==> config.mk <==
export PLATFORM = sky130hd
export DESIGN_NAME = smrs_sequencer
export DESIGN_NICKNAME = d
export VERILOG_FILES = /design/src/design/smrs_pkg.sv /design/src/design/smrs_cnt_if.sv /design/src/design/smrs_rec_counter.sv /design/src/design/smrs_sequencer.sv
export SDC_FILE = /design/constraint.sdc
export NUM_CORES = 1
export LEC_CHECK = 0
export ABC_AREA = 1
export BUFFER_PORTS_ARGS = -buffer_cell sky130_fd_sc_hd__buf_4
export CAP_MARGIN = 20
export CORE_MARGIN = 2
export CORE_UTILIZATION = 51
export DETAILED_ROUTE_END_ITERATION = 10
export PLACE_DENSITY = 0.82
export SLEW_MARGIN = 20
export SYNTH_ARGS = -nofsm -noshare
export SYNTH_HDL_FRONTEND = slang
export SYNTH_SLANG_ARGS = --single-unit
==> constraint.sdc <==
create_clock -name mclk_i -period 1.65 [get_ports mclk_i]
set_input_delay 0.0825 -clock mclk_i [delete_from_list [all_inputs] [get_ports mclk_i]]
set_output_delay 0.0825 -clock mclk_i [all_outputs]
set_load 0.01 [all_outputs]
==> src/design/smrs_pkg.sv <==
`default_nettype none
package smrs_pkg;
	// Recovery counter geometry
	localparam int          SMRS_CNT_W      = 12;
	localparam logic [11:0] SMRS_CNT_RST    = 12'h000;
	localparam logic [11:0] SMRS_CNT_STEP   = 12'h001;
	// Last count before the terminal value (4096 and 32 reference edges)
	localparam logic [11:0] SMRS_LONG_LAST  = 12'hFFF;
	localparam logic [11:0] SMRS_SHORT_LAST = 12'h01F;
	// Edge totals, used by checks only
	localparam logic [12:0] SMRS_LONG_EDGES  = 13'h1000;
	localparam logic [12:0] SMRS_SHORT_EDGES = 13'h0020;
	localparam logic [12:0] SMRS_EDGE_STEP   = 13'h0001;

	typedef enum logic [1:0] {SMRS_RUN, SMRS_STOP, SMRS_RECOVER} smrs_state_t;

	// Terminal count selected by the long/short choice
	function automatic logic [11:0] smrs_last(input logic long_sel);
		smrs_last = long_sel ? SMRS_LONG_LAST : SMRS_SHORT_LAST;
	endfunction
endpackage
`default_nettype wire

==> src/design/smrs_cnt_if.sv <==
`timescale 1ns/1ns
`default_nettype none
interface smrs_cnt_if;
	logic        clear;
	logic        advance;
	logic        long_sel;
	logic        done;
	logic [11:0] count;
	modport ctrl (output clear, output advance, output long_sel, input done, input count);
	modport cnt  (input clear, input advance, input long_sel, output done, output count);
endinterface
`default_nettype wire

==> src/design/smrs_rec_counter.sv <==
`timescale 1ns/1ns
`default_nettype none
module smrs_rec_counter
	import smrs_pkg::*;
(
	// Clock and control
	input  wire logic mclk_i,
	input  wire logic sys_rst_i,
	input  wire logic ce_i,
	// Sequencer side
	smrs_cnt_if.cnt   cnt_port
);
	typedef struct packed {
		logic [11:0] count;
	} smrs_cnt_st_t;

	smrs_cnt_st_t cnt_reg;
	smrs_cnt_st_t cnt_next;

	// Clear wins over advance; wraps freely outside stop
	always_comb
	begin
		cnt_next = cnt_reg;
		if (cnt_port.clear)
			cnt_next.count = SMRS_CNT_RST;
		else if (cnt_port.advance)
			cnt_next.count = cnt_reg.count + SMRS_CNT_STEP;
	end

	always_ff @(posedge mclk_i)
	begin
		if (sys_rst_i)
			cnt_reg <= '{count: SMRS_CNT_RST};
		else if (ce_i)
			cnt_reg <= cnt_next;
	end

	assign cnt_port.count = cnt_reg.count;
	assign cnt_port.done  = cnt_port.advance && !cnt_port.clear
	                        && (cnt_reg.count == smrs_last(cnt_port.long_sel));

	adv_step_a: assert property (@(posedge mclk_i) disable iff (sys_rst_i)
		ce_i && cnt_port.advance && !cnt_port.clear |=> cnt_reg.count == $past(cnt_reg.count) + SMRS_CNT_STEP)
		else $error("counter did not step on reference edge");
	done_cmp_a: assert property (@(posedge mclk_i) disable iff (sys_rst_i)
		cnt_port.done |-> cnt_reg.count == smrs_last(cnt_port.long_sel))
		else $error("done raised off terminal count");
endmodule
`default_nettype wire

==> src/design/smrs_sequencer.sv <==
`timescale 1ns/1ns
`default_nettype none
module smrs_sequencer
	import smrs_pkg::*;
(
	// Clock, reset, enable
	input  wire logic  mclk_i,
	input  wire logic  sys_rst_i,
	input  wire logic  ce_i,
	// CPU and wakeup sources
	input  wire logic  stop_instr_i,
	input  wire logic  wake_irq_i,
	input  wire logic  reset_wake_i,
	// Configuration
	input  wire logic  short_recovery_select_i,
	input  wire logic  osc_run_in_stop_i,
	// Reference clock falling edge strobe
	input  wire logic  ref_fall_i,
	// Clock gating
	output logic       cpu_clk_en_o,
	output logic       periph_clk_en_o,
	output logic       clock_gen_bus_out_en_o,
	output logic       clock_gen_ref_clock_en_o,
	// Status and events
	output logic       stop_active_o,
	output logic       recovering_o,
	output logic       irq_mask_clear_o,
	output logic       stacking_start_o,
	output logic [11:0] recovery_count_o
);
	typedef struct packed {
		smrs_state_t st;
		logic        long_sel;
		logic        irq_exit;
		logic        osc_keep;
		logic        cpu_en;
		logic        per_en;
		logic        bus_en;
		logic        ref_en;
		logic        mask_clr;
		logic        stack;
	} smrs_seq_st_t;

	smrs_seq_st_t seq_reg;
	smrs_seq_st_t seq_next;
	smrs_cnt_if   cnt_bus ();

	smrs_rec_counter u_counter (
		.mclk_i    (mclk_i),
		.sys_rst_i (sys_rst_i),
		.ce_i      (ce_i),
		.cnt_port  (cnt_bus.cnt)
	);

	// Counter steering from the sequencer state
	always_comb
	begin
		cnt_bus.clear    = (seq_reg.st == SMRS_STOP);
		cnt_bus.advance  = (seq_reg.st != SMRS_STOP) && ref_fall_i;
		cnt_bus.long_sel = seq_reg.long_sel;
	end

	// Next state; pulses drop by default
	always_comb
	begin
		seq_next          = seq_reg;
		seq_next.mask_clr = 1'b0;
		seq_next.stack    = 1'b0;
		case (seq_reg.st)
			SMRS_RUN:
			begin
				if (stop_instr_i)
				begin
					seq_next.st       = SMRS_STOP;
					seq_next.mask_clr = 1'b1;
					seq_next.cpu_en   = 1'b0;
					seq_next.per_en   = 1'b0;
					seq_next.osc_keep = osc_run_in_stop_i;
					seq_next.bus_en   = osc_run_in_stop_i;
					seq_next.ref_en   = osc_run_in_stop_i;
				end
			end
			SMRS_STOP:
			begin
				if (reset_wake_i)
				begin
					seq_next.st       = SMRS_RECOVER;
					seq_next.long_sel = 1'b1;
					seq_next.irq_exit = 1'b0;
					seq_next.bus_en   = 1'b1;
					seq_next.ref_en   = 1'b1;
				end
				else if (wake_irq_i)
				begin
					seq_next.st       = SMRS_RECOVER;
					seq_next.long_sel = !short_recovery_select_i;
					seq_next.irq_exit = 1'b1;
					seq_next.bus_en   = 1'b1;
					seq_next.ref_en   = 1'b1;
				end
			end
			SMRS_RECOVER:
			begin
				// A reset mid-recovery stretches to the long delay
				if (reset_wake_i)
				begin
					seq_next.long_sel = 1'b1;
					seq_next.irq_exit = 1'b0;
				end
				if (cnt_bus.done)
				begin
					seq_next.st     = SMRS_RUN;
					seq_next.cpu_en = 1'b1;
					seq_next.per_en = 1'b1;
					seq_next.stack  = seq_reg.irq_exit && !reset_wake_i;
				end
			end
			default:
			begin
				seq_next.st = SMRS_RUN;
			end
		endcase
	end

	// State register; low enable freezes everything, pulses included
	always_ff @(posedge mclk_i)
	begin
		if (sys_rst_i)
			seq_reg <= '{st: SMRS_RUN, long_sel: 1'b1, irq_exit: 1'b0, osc_keep: 1'b0,
			             cpu_en: 1'b1, per_en: 1'b1, bus_en: 1'b1, ref_en: 1'b1,
			             mask_clr: 1'b0, stack: 1'b0};
		else if (ce_i)
			seq_reg <= seq_next;
	end

	freeze_hold_a: assert property (@(posedge mclk_i) disable iff (sys_rst_i)
		!ce_i |=> $stable(seq_reg))
		else $error("state moved while enable low");

	// Outputs straight from flops, except stop_active_o and recovering_o, which decode the state register
	assign cpu_clk_en_o             = seq_reg.cpu_en;
	assign periph_clk_en_o          = seq_reg.per_en;
	assign clock_gen_bus_out_en_o   = seq_reg.bus_en;
	assign clock_gen_ref_clock_en_o = seq_reg.ref_en;
	assign stop_active_o            = (seq_reg.st == SMRS_STOP);
	assign recovering_o             = (seq_reg.st == SMRS_RECOVER);
	assign irq_mask_clear_o         = seq_reg.mask_clr;
	assign stacking_start_o         = seq_reg.stack;
	assign recovery_count_o         = cnt_bus.count;

	// Check helper: reference edges seen during one recovery
	logic [12:0] edges_reg;
	always_ff @(posedge mclk_i)
	begin
		if (sys_rst_i || seq_reg.st != SMRS_RECOVER)
			edges_reg <= 13'h0000;
		else if (ce_i && ref_fall_i)
			edges_reg <= edges_reg + SMRS_EDGE_STEP;
	end

	stop_gating_a: assert property (@(posedge mclk_i) disable iff (sys_rst_i)
		seq_reg.st == SMRS_STOP |-> !cpu_clk_en_o && !periph_clk_en_o && cnt_bus.clear)
		else $error("core clocks running in stop");
	osc_off_a: assert property (@(posedge mclk_i) disable iff (sys_rst_i)
		seq_reg.st == SMRS_STOP && !seq_reg.osc_keep
		|-> !clock_gen_bus_out_en_o && !clock_gen_ref_clock_en_o)
		else $error("oscillator outputs on in stop");
	no_early_clk_a: assert property (@(posedge mclk_i) disable iff (sys_rst_i)
		seq_reg.st == SMRS_RECOVER && !cnt_bus.done |=> !cpu_clk_en_o && !periph_clk_en_o)
		else $error("clocks restarted before timeout");
	exit_cause_a: assert property (@(posedge mclk_i) disable iff (sys_rst_i)
		seq_reg.st == SMRS_STOP && ce_i && !wake_irq_i && !reset_wake_i
		|=> seq_reg.st == SMRS_STOP)
		else $error("stop left without wakeup");
	delay_len_a: assert property (@(posedge mclk_i) disable iff (sys_rst_i)
		ce_i && cnt_bus.done && seq_reg.st == SMRS_RECOVER
		|-> edges_reg + SMRS_EDGE_STEP == (seq_reg.long_sel ? SMRS_LONG_EDGES : SMRS_SHORT_EDGES))
		else $error("recovery length wrong");
	stack_after_a: assert property (@(posedge mclk_i) disable iff (sys_rst_i)
		stacking_start_o |-> $past(seq_reg.st) == SMRS_RECOVER && seq_reg.st == SMRS_RUN)
		else $error("stacking before recovery end");
	reset_long_a: assert property (@(posedge mclk_i) disable iff (sys_rst_i)
		seq_reg.st == SMRS_STOP && ce_i && reset_wake_i |=> seq_reg.long_sel && !seq_reg.irq_exit)
		else $error("reset exit not long");
	clear_hold_a: assert property (@(posedge mclk_i) disable iff (sys_rst_i)
		seq_reg.st == SMRS_STOP && ce_i |=> cnt_bus.count == SMRS_CNT_RST)
		else $error("counter not held in stop");
	mask_clear_a: assert property (@(posedge mclk_i) disable iff (sys_rst_i)
		seq_reg.st == SMRS_RUN && ce_i && stop_instr_i |=> irq_mask_clear_o && stop_active_o)
		else $error("mask not cleared on stop");

	short_exit_c: cover property (@(posedge mclk_i) disable iff (sys_rst_i)
		stacking_start_o && !$past(seq_reg.long_sel));
	long_exit_c: cover property (@(posedge mclk_i) disable iff (sys_rst_i)
		stacking_start_o && $past(seq_reg.long_sel));
	reset_exit_c: cover property (@(posedge mclk_i) disable iff (sys_rst_i)
		seq_reg.st == SMRS_STOP && reset_wake_i);
	osc_kept_c: cover property (@(posedge mclk_i) disable iff (sys_rst_i)
		seq_reg.st == SMRS_STOP && clock_gen_ref_clock_en_o);
endmodule
`default_nettype wire

# Word level (Yosys, flattened, before mapping)
# Index checks and enable logic that the tools add are counted.
dict set report totals {
  ram_bits 0
  elab_cells 55
  latch_bits 0
  output_inout_bits 20
  ff_bits 22
  memories 0
  rom_bits 0
}
dict set report op_classes {
  div 0
  order_cmp 0
  mux 19
  reduce_logical 17
  shifts 0
  n_bitwise 0
  eq_ne 8
  mul 0
  n_addsub 1
}
# operator n
set ops {}
lappend ops {{12-bit 2-to-1 mux} 3}
lappend ops {{4-bit AND reduction} 4}
lappend ops {{12-bit by 1-bit adder with 12-bit output (second input constant)} 1}
lappend ops {{12-bit equality test} 1}
lappend ops {{2-bit 2-to-1 mux} 6}
lappend ops {{2-bit one-hot mux with 2 select lines} 3}
lappend ops {{4-bit 2-to-1 mux} 2}
lappend ops {{2-bit nonzero test} 4}
lappend ops {{2-bit one-hot mux with 3 select lines} 1}
lappend ops {{5-bit 2-to-1 mux} 1}
lappend ops {{1-bit logical AND} 4}
lappend ops {{2-bit by 1-bit != test with 1-bit output (second input constant)} 2}
lappend ops {{2-bit != test (second input constant)} 2}
lappend ops {{1-bit zero test} 3}
lappend ops {{1-bit 2-to-1 mux} 3}
lappend ops {{3-bit != test (second input constant)} 1}
lappend ops {{2-bit by 1-bit equality test with 1-bit output (second input constant)} 1}
lappend ops {{2-bit equality test (second input constant)} 1}
lappend ops {{2-bit zero test} 1}
lappend ops {{2-bit AND reduction} 1}

# Depth between registers and ports, before layout
dict set report depth {
  depth_word 6
  mapped_depth 10
  mapped_depth_nobuf 10
}

# Hierarchy
# Synthesis repeated with hierarchy kept, for this count alone.
dict set report unflattened {
  hier_cells 166
  hier_area_um2 1166.1
}
# module area_each_um2 seq_area_each_um2 instances cells_each
set modules_own_cells {}
lappend modules_own_cells {smrs_rec_counter 665.6 240.2 1 98}
lappend modules_own_cells {smrs_sequencer 500.5 160.2 1 68}

# Least setup slack after synthesis
# Ideal clock, no wire load.
dict set report synth_path {
  path_type {input-to-reg}
  start {input port ce_i}
  end {register seq_reg, in the netlist clock_gen_bus_out_en_o}
  slack_ns 0.883
  setup_ns 0.128
  t_arrival_ns 0.640
  cell_stages 7
  n_path_buf 0
  cell_sequence {inv_2 > nor2_1 > nor2_1 > nor2_2 > nand2_1 > nand2_1 > o211ai_1}
}
dict set report synth_via {
  elab_chain_len 1
}
# element line_no
set synth_rtl {}
lappend synth_rtl {{start, declared} smrs_sequencer.sv:9} ;# input wire logic ce_i,
lappend synth_rtl {{4-bit AND reduction (no source line)} --}
lappend synth_rtl {{end signal, assigned} smrs_sequencer.sv:129} ;# seq_reg <= '{st: SMRS_RUN, long_sel: 1'b1, irq_exit: 1'b0, osc_keep: 1'b0,
lappend synth_rtl {{end signal, assigned} smrs_sequencer.sv:133} ;# seq_reg <= seq_next;
lappend synth_rtl {{end, declared} smrs_sequencer.sv:44} ;# smrs_seq_st_t seq_reg;
# No other way between the ends.
# A chain may end at the register's enable or synchronous reset.

# Worst setup path after layout
dict set report layout_path {
  start {register u_counter.cnt_reg, in the netlist u_counter.cnt_port.count[0]}
  end {register seq_reg, in the netlist cpu_clk_en_o}
}
dict set report layout_via {
  elab_chain_len 4
}
# element line_no
set layout_rtl {}
lappend layout_rtl {{start, declared} smrs_rec_counter.sv:17} ;# smrs_cnt_st_t cnt_reg;
lappend layout_rtl {{start signal, assigned} smrs_rec_counter.sv:33} ;# cnt_reg <= '{count: SMRS_CNT_RST};
lappend layout_rtl {{start signal, assigned} smrs_rec_counter.sv:35} ;# cnt_reg <= cnt_next;
lappend layout_rtl {{12-bit equality test} smrs_rec_counter.sv:40} ;# && (cnt_reg.count == smrs_last(cnt_port.long_sel));
lappend layout_rtl {{1-bit logical AND} smrs_rec_counter.sv:40}
lappend layout_rtl {{2-bit by 1-bit != test with 1-bit output (no source line)} --}
lappend layout_rtl {{4-bit AND reduction (no source line)} --}
# No other way between the ends.

==> impl.org <==
** Run status
- Outcome :: finished clean

** Floorplan
- Ports placed on the boundary :: 29
- In this run the core area contains 16 standard-cell rows.
- Vertical extent of the die :: 50.4 um
- Area of the die :: about 2500 um2
- The die is between 50 and 60 um wide.
- Starting density of the core :: 0.549
- Placeable Area :: 2000 um2

** STA
- Between clock sinks in the finished design, the worst skew comes to between 1.5 and 2 ps.
- The worst path needs 1480 ps of the cycle, external delays included.
- Headroom to the max-slew limit :: 0.814
- Total of endpoints with negative setup slack in the final report :: 0
- Total count of max-transition violations in the final report :: 0
- Fraction of the cycle the final worst path needs :: 0.897
- Number of hold-slack violations in the final timing report :: 0
- Total negative slack :: 0 ps
- Setup repair after global routing left no endpoint under its margin.
- Max Clock Freq :: 676 MHz
- At the pin with the least slew margin, the transition time is 279 ps.

** Place
- Final Wtd Congestion :: between 0.8 and 0.9
- Placed cell count :: between 200 and 250
- DP Wirelength :: between 1500 and 2000 um
- Count of buffers from port buffering :: 28

** Worst hold path
- The worst hold path was traced through 2 stages.
- The min-delay analysis places its worst path in the category in -> reg.
- WHS Endpoint :: stacking_start_o
- Hold path start :: ce_i

** Clock tree
- # resized after CTS :: 0
- Source-to-sink clock delay at the later pin of the worst-skew pair :: ~310 ps
- No sink is reached through more buffers than the 2 on the longest clock path.
- TritonCTS clock tree :: done
- Clock edge transition at the registers on the reported setup and hold paths :: 120 ps
- H-tree level count :: 1
- Buffers inserted to repair hold after CTS numbered 1.
- Cell at the root of the clock tree :: sky130_fd_sc_hd__clkbuf_4
- Number of clock sinks seen by CTS :: 20
- Post-CTS setup repair buffer count :: 0
- Counting the buffers created by CTS gives 3.

** Pwr
- Leakage power total :: slightly below 0.7 nW
- The worst-case IR drop observed on VDD is approximately 0.00056 V.
- For this design the ratio of total power to cell area is between 700 and 800 nW/um2.

** Logic synthesis
- The cell count after synthesis came out at between 150 and 200.
- Sequential element share of the synthesized area :: 0.364
- In the synthesized netlist the dominant register cell turns out to be sky130_fd_sc_hd__dfxtp_1.
- Number of warning messages in the yosys log :: 0
- Number of different library cells in the post-synthesis netlist :: 27
- Number of nets produced by synthesis :: 173
- The synthesized design contains 20 register bits.
- Mean cell area of the mapped netlist :: 6.75 um2
- After synthesis, the share of flip-flops with an asynchronous set or reset is 0.
- After synthesis the cells add up to about 1100 um2.
- In this run, synthesis inferred 0 flip-flops with an integrated enable.

** Worst setup path
- WP data required :: 1860 ps
- Measured in cells, the most critical reg-to-reg path has a length of 10.
- Crit path max fanout :: 5
- Startpoint Class :: register
- WS Path Type :: reg -> reg
- Crit path DAT :: 1690 ps
- For flop-to-flop paths, the worst setup slack is approximately 170 ps.
- The startpoint identified for the worst register-to-register timing path is u_counter.cnt_port.count[0].
- Setup crit end kind :: register
- The worst register-to-register path ends at cpu_clk_en_o.

** GRT
- Global routing finished with a remaining overflow of 0.
- For this run, the total global-route usage over all layers was measured as 0.216.
- Pin count of the biggest net entering global routing :: 12
- Global-route wire length before repair :: 4220 um
- The via count of the first global-routing pass was ~990.
- The number of antenna violations at the first check in global routing was 0.

** Layout
- Leaving out fill and tap cells, the most frequent cells in the layout are sky130_fd_sc_hd__nand2_1 (41), sky130_fd_sc_hd__buf_4 (28), sky130_fd_sc_hd__nor2_1 (22).
- Synth-to-Final Area Change :: 25.0%
- Leaving out fill and tap cells, the most frequent cell in the layout is sky130_fd_sc_hd__nand2_1.
- The final layout contains 205 nets.
- Of the cells placed in the final design, the portion with a size suffix greater than 1 is 0.247.
- In the final layout, flip-flops and latches occupy 400 um2.
- Excluding fillers, the count of instances in the completed layout stands at between 200 and 250.
- Max FFs per register :: 12
- Area of the multi-input gates :: slightly below 600 um2
- Counting the fill cells in the layout gives 184.
- The number of antenna diodes in the final layout is 0.

** Routing
- After detailed routing, the number of remaining DRC violations is 0.
- The routed design has 2470 um of wire.
- After detailed routing, the average wire length per cell comes to between 10 and 15 um.
- Average via count per standard cell :: between 5 and 6
- Count of routing violations after the opening detailed-route iteration :: 13
- The pre-antenna-repair detailed-routing pass consisted of 4 iterations.
- The routed layout has 1,115 vias.
- Number of antenna-violating nets in the routed design :: 0

** Run
- Max-cap viol count :: 0
[cell usage after synthesis (2+ instances only)]
cell type,number,area [um2]
sky130_fd_sc_hd__inv_2,4,15.0
sky130_fd_sc_hd__o21ai_0,6,30.0
sky130_fd_sc_hd__nand3_1,9,45.0
sky130_fd_sc_hd__a31oi_1,2,12.5
sky130_fd_sc_hd__nor2_1,22,82.6
sky130_fd_sc_hd__nand2_4,3,33.8
sky130_fd_sc_hd__o21ai_1,2,10.0
sky130_fd_sc_hd__inv_1,20,75.1
sky130_fd_sc_hd__nand2_1,41,154
sky130_fd_sc_hd__nand4_1,2,12.5
sky130_fd_sc_hd__nor3_1,3,15.0
sky130_fd_sc_hd__buf_4,2,15.0
sky130_fd_sc_hd__dfxtp_1,20,400
sky130_fd_sc_hd__a21oi_1,11,55.1
sky130_fd_sc_hd__nor2_4,4,45.0
[worst max-delay path, cell delays in order (launching register included)]
cell and delay, ps:
sky130_fd_sc_hd__dfxtp_1 410, sky130_fd_sc_hd__ha_1 180, sky130_fd_sc_hd__nand2_1 110, sky130_fd_sc_hd__nor2_4 140, sky130_fd_sc_hd__inv_1 60, sky130_fd_sc_hd__nor2_1 80
sky130_fd_sc_hd__nand3_1 100, sky130_fd_sc_hd__nand2_1 120, sky130_fd_sc_hd__nand2_1 70, sky130_fd_sc_hd__nand2_1 60, sky130_fd_sc_hd__nand3_1 60
[per-layer routing]
metal,up-vias,track usage,wire (um)
li1,581,-,-
met1,504,0.244,1110
met2,27,0.390,1220
met3,3,0.0625,118
met4,0,0.0631,17
met5,-,0,0
[through the flow]
stage                      util  hold slack [ps]  instance area (um2)  setup slack [ps]  power (mW)
after floorplan               -              152                 1100               272       0.665
after detailed placement  0.664              310                 1330               192       0.741
after CTS                 0.687             5.53                 1380               175        1.04
after global routing      0.687             13.8                 1380              8.77        1.09
after global placement    0.664              310                 1330               259       0.738
final                     0.687             13.7                 1380               171        1.03
[how the worst max path moves through the flow]
stage / start / endpoint / slack [ps] / depth (start not counted)
6_report: u_counter.cnt_port.count[0] / cpu_clk_en_o / 170 / 10
5_1_grt: u_counter.cnt_port.count[0] / stacking_start_o / 9 / 8
3_5_place_dp: u_counter.cnt_port.count[0] / cpu_clk_en_o / 190 / 10
4_1_cts: u_counter.cnt_port.count[0] / cpu_clk_en_o / 180 / 10
2_1_floorplan: u_counter.cnt_port.count[0] / stacking_start_o / 270 / 8
3_3_place_gp: u_counter.cnt_port.count[0] / stacking_start_o / 260 / 8
[power breakdown]
group	internal, mW	switching, mW
clock network	0.135	0.166
logic	0.0856	0.117
registers	0.506	0.0242
[cells by family after synthesis]
kind of cell | Yosys count | share of synthesized area
AOI/OAI and AO/OA | 25 | 0.129
buffers and inverters | 27 | 0.0990
DFF | 20 | 0.364
and+or+nand+nor | 90 | 0.397
adders and majority gates | 1 | 0.0114
[layout make-up]
type / count / share of cell area
inverters: 25 / 0.0682
clock buffers: 4 / 0.0264
repair buffers: 29 / 0.160
multi-input cells: 116 / 0.429
flip-flops and latches: 20 / 0.291
well taps: 27 / 0.0246
No activity file was read; power rests on OpenSTA's default activity.
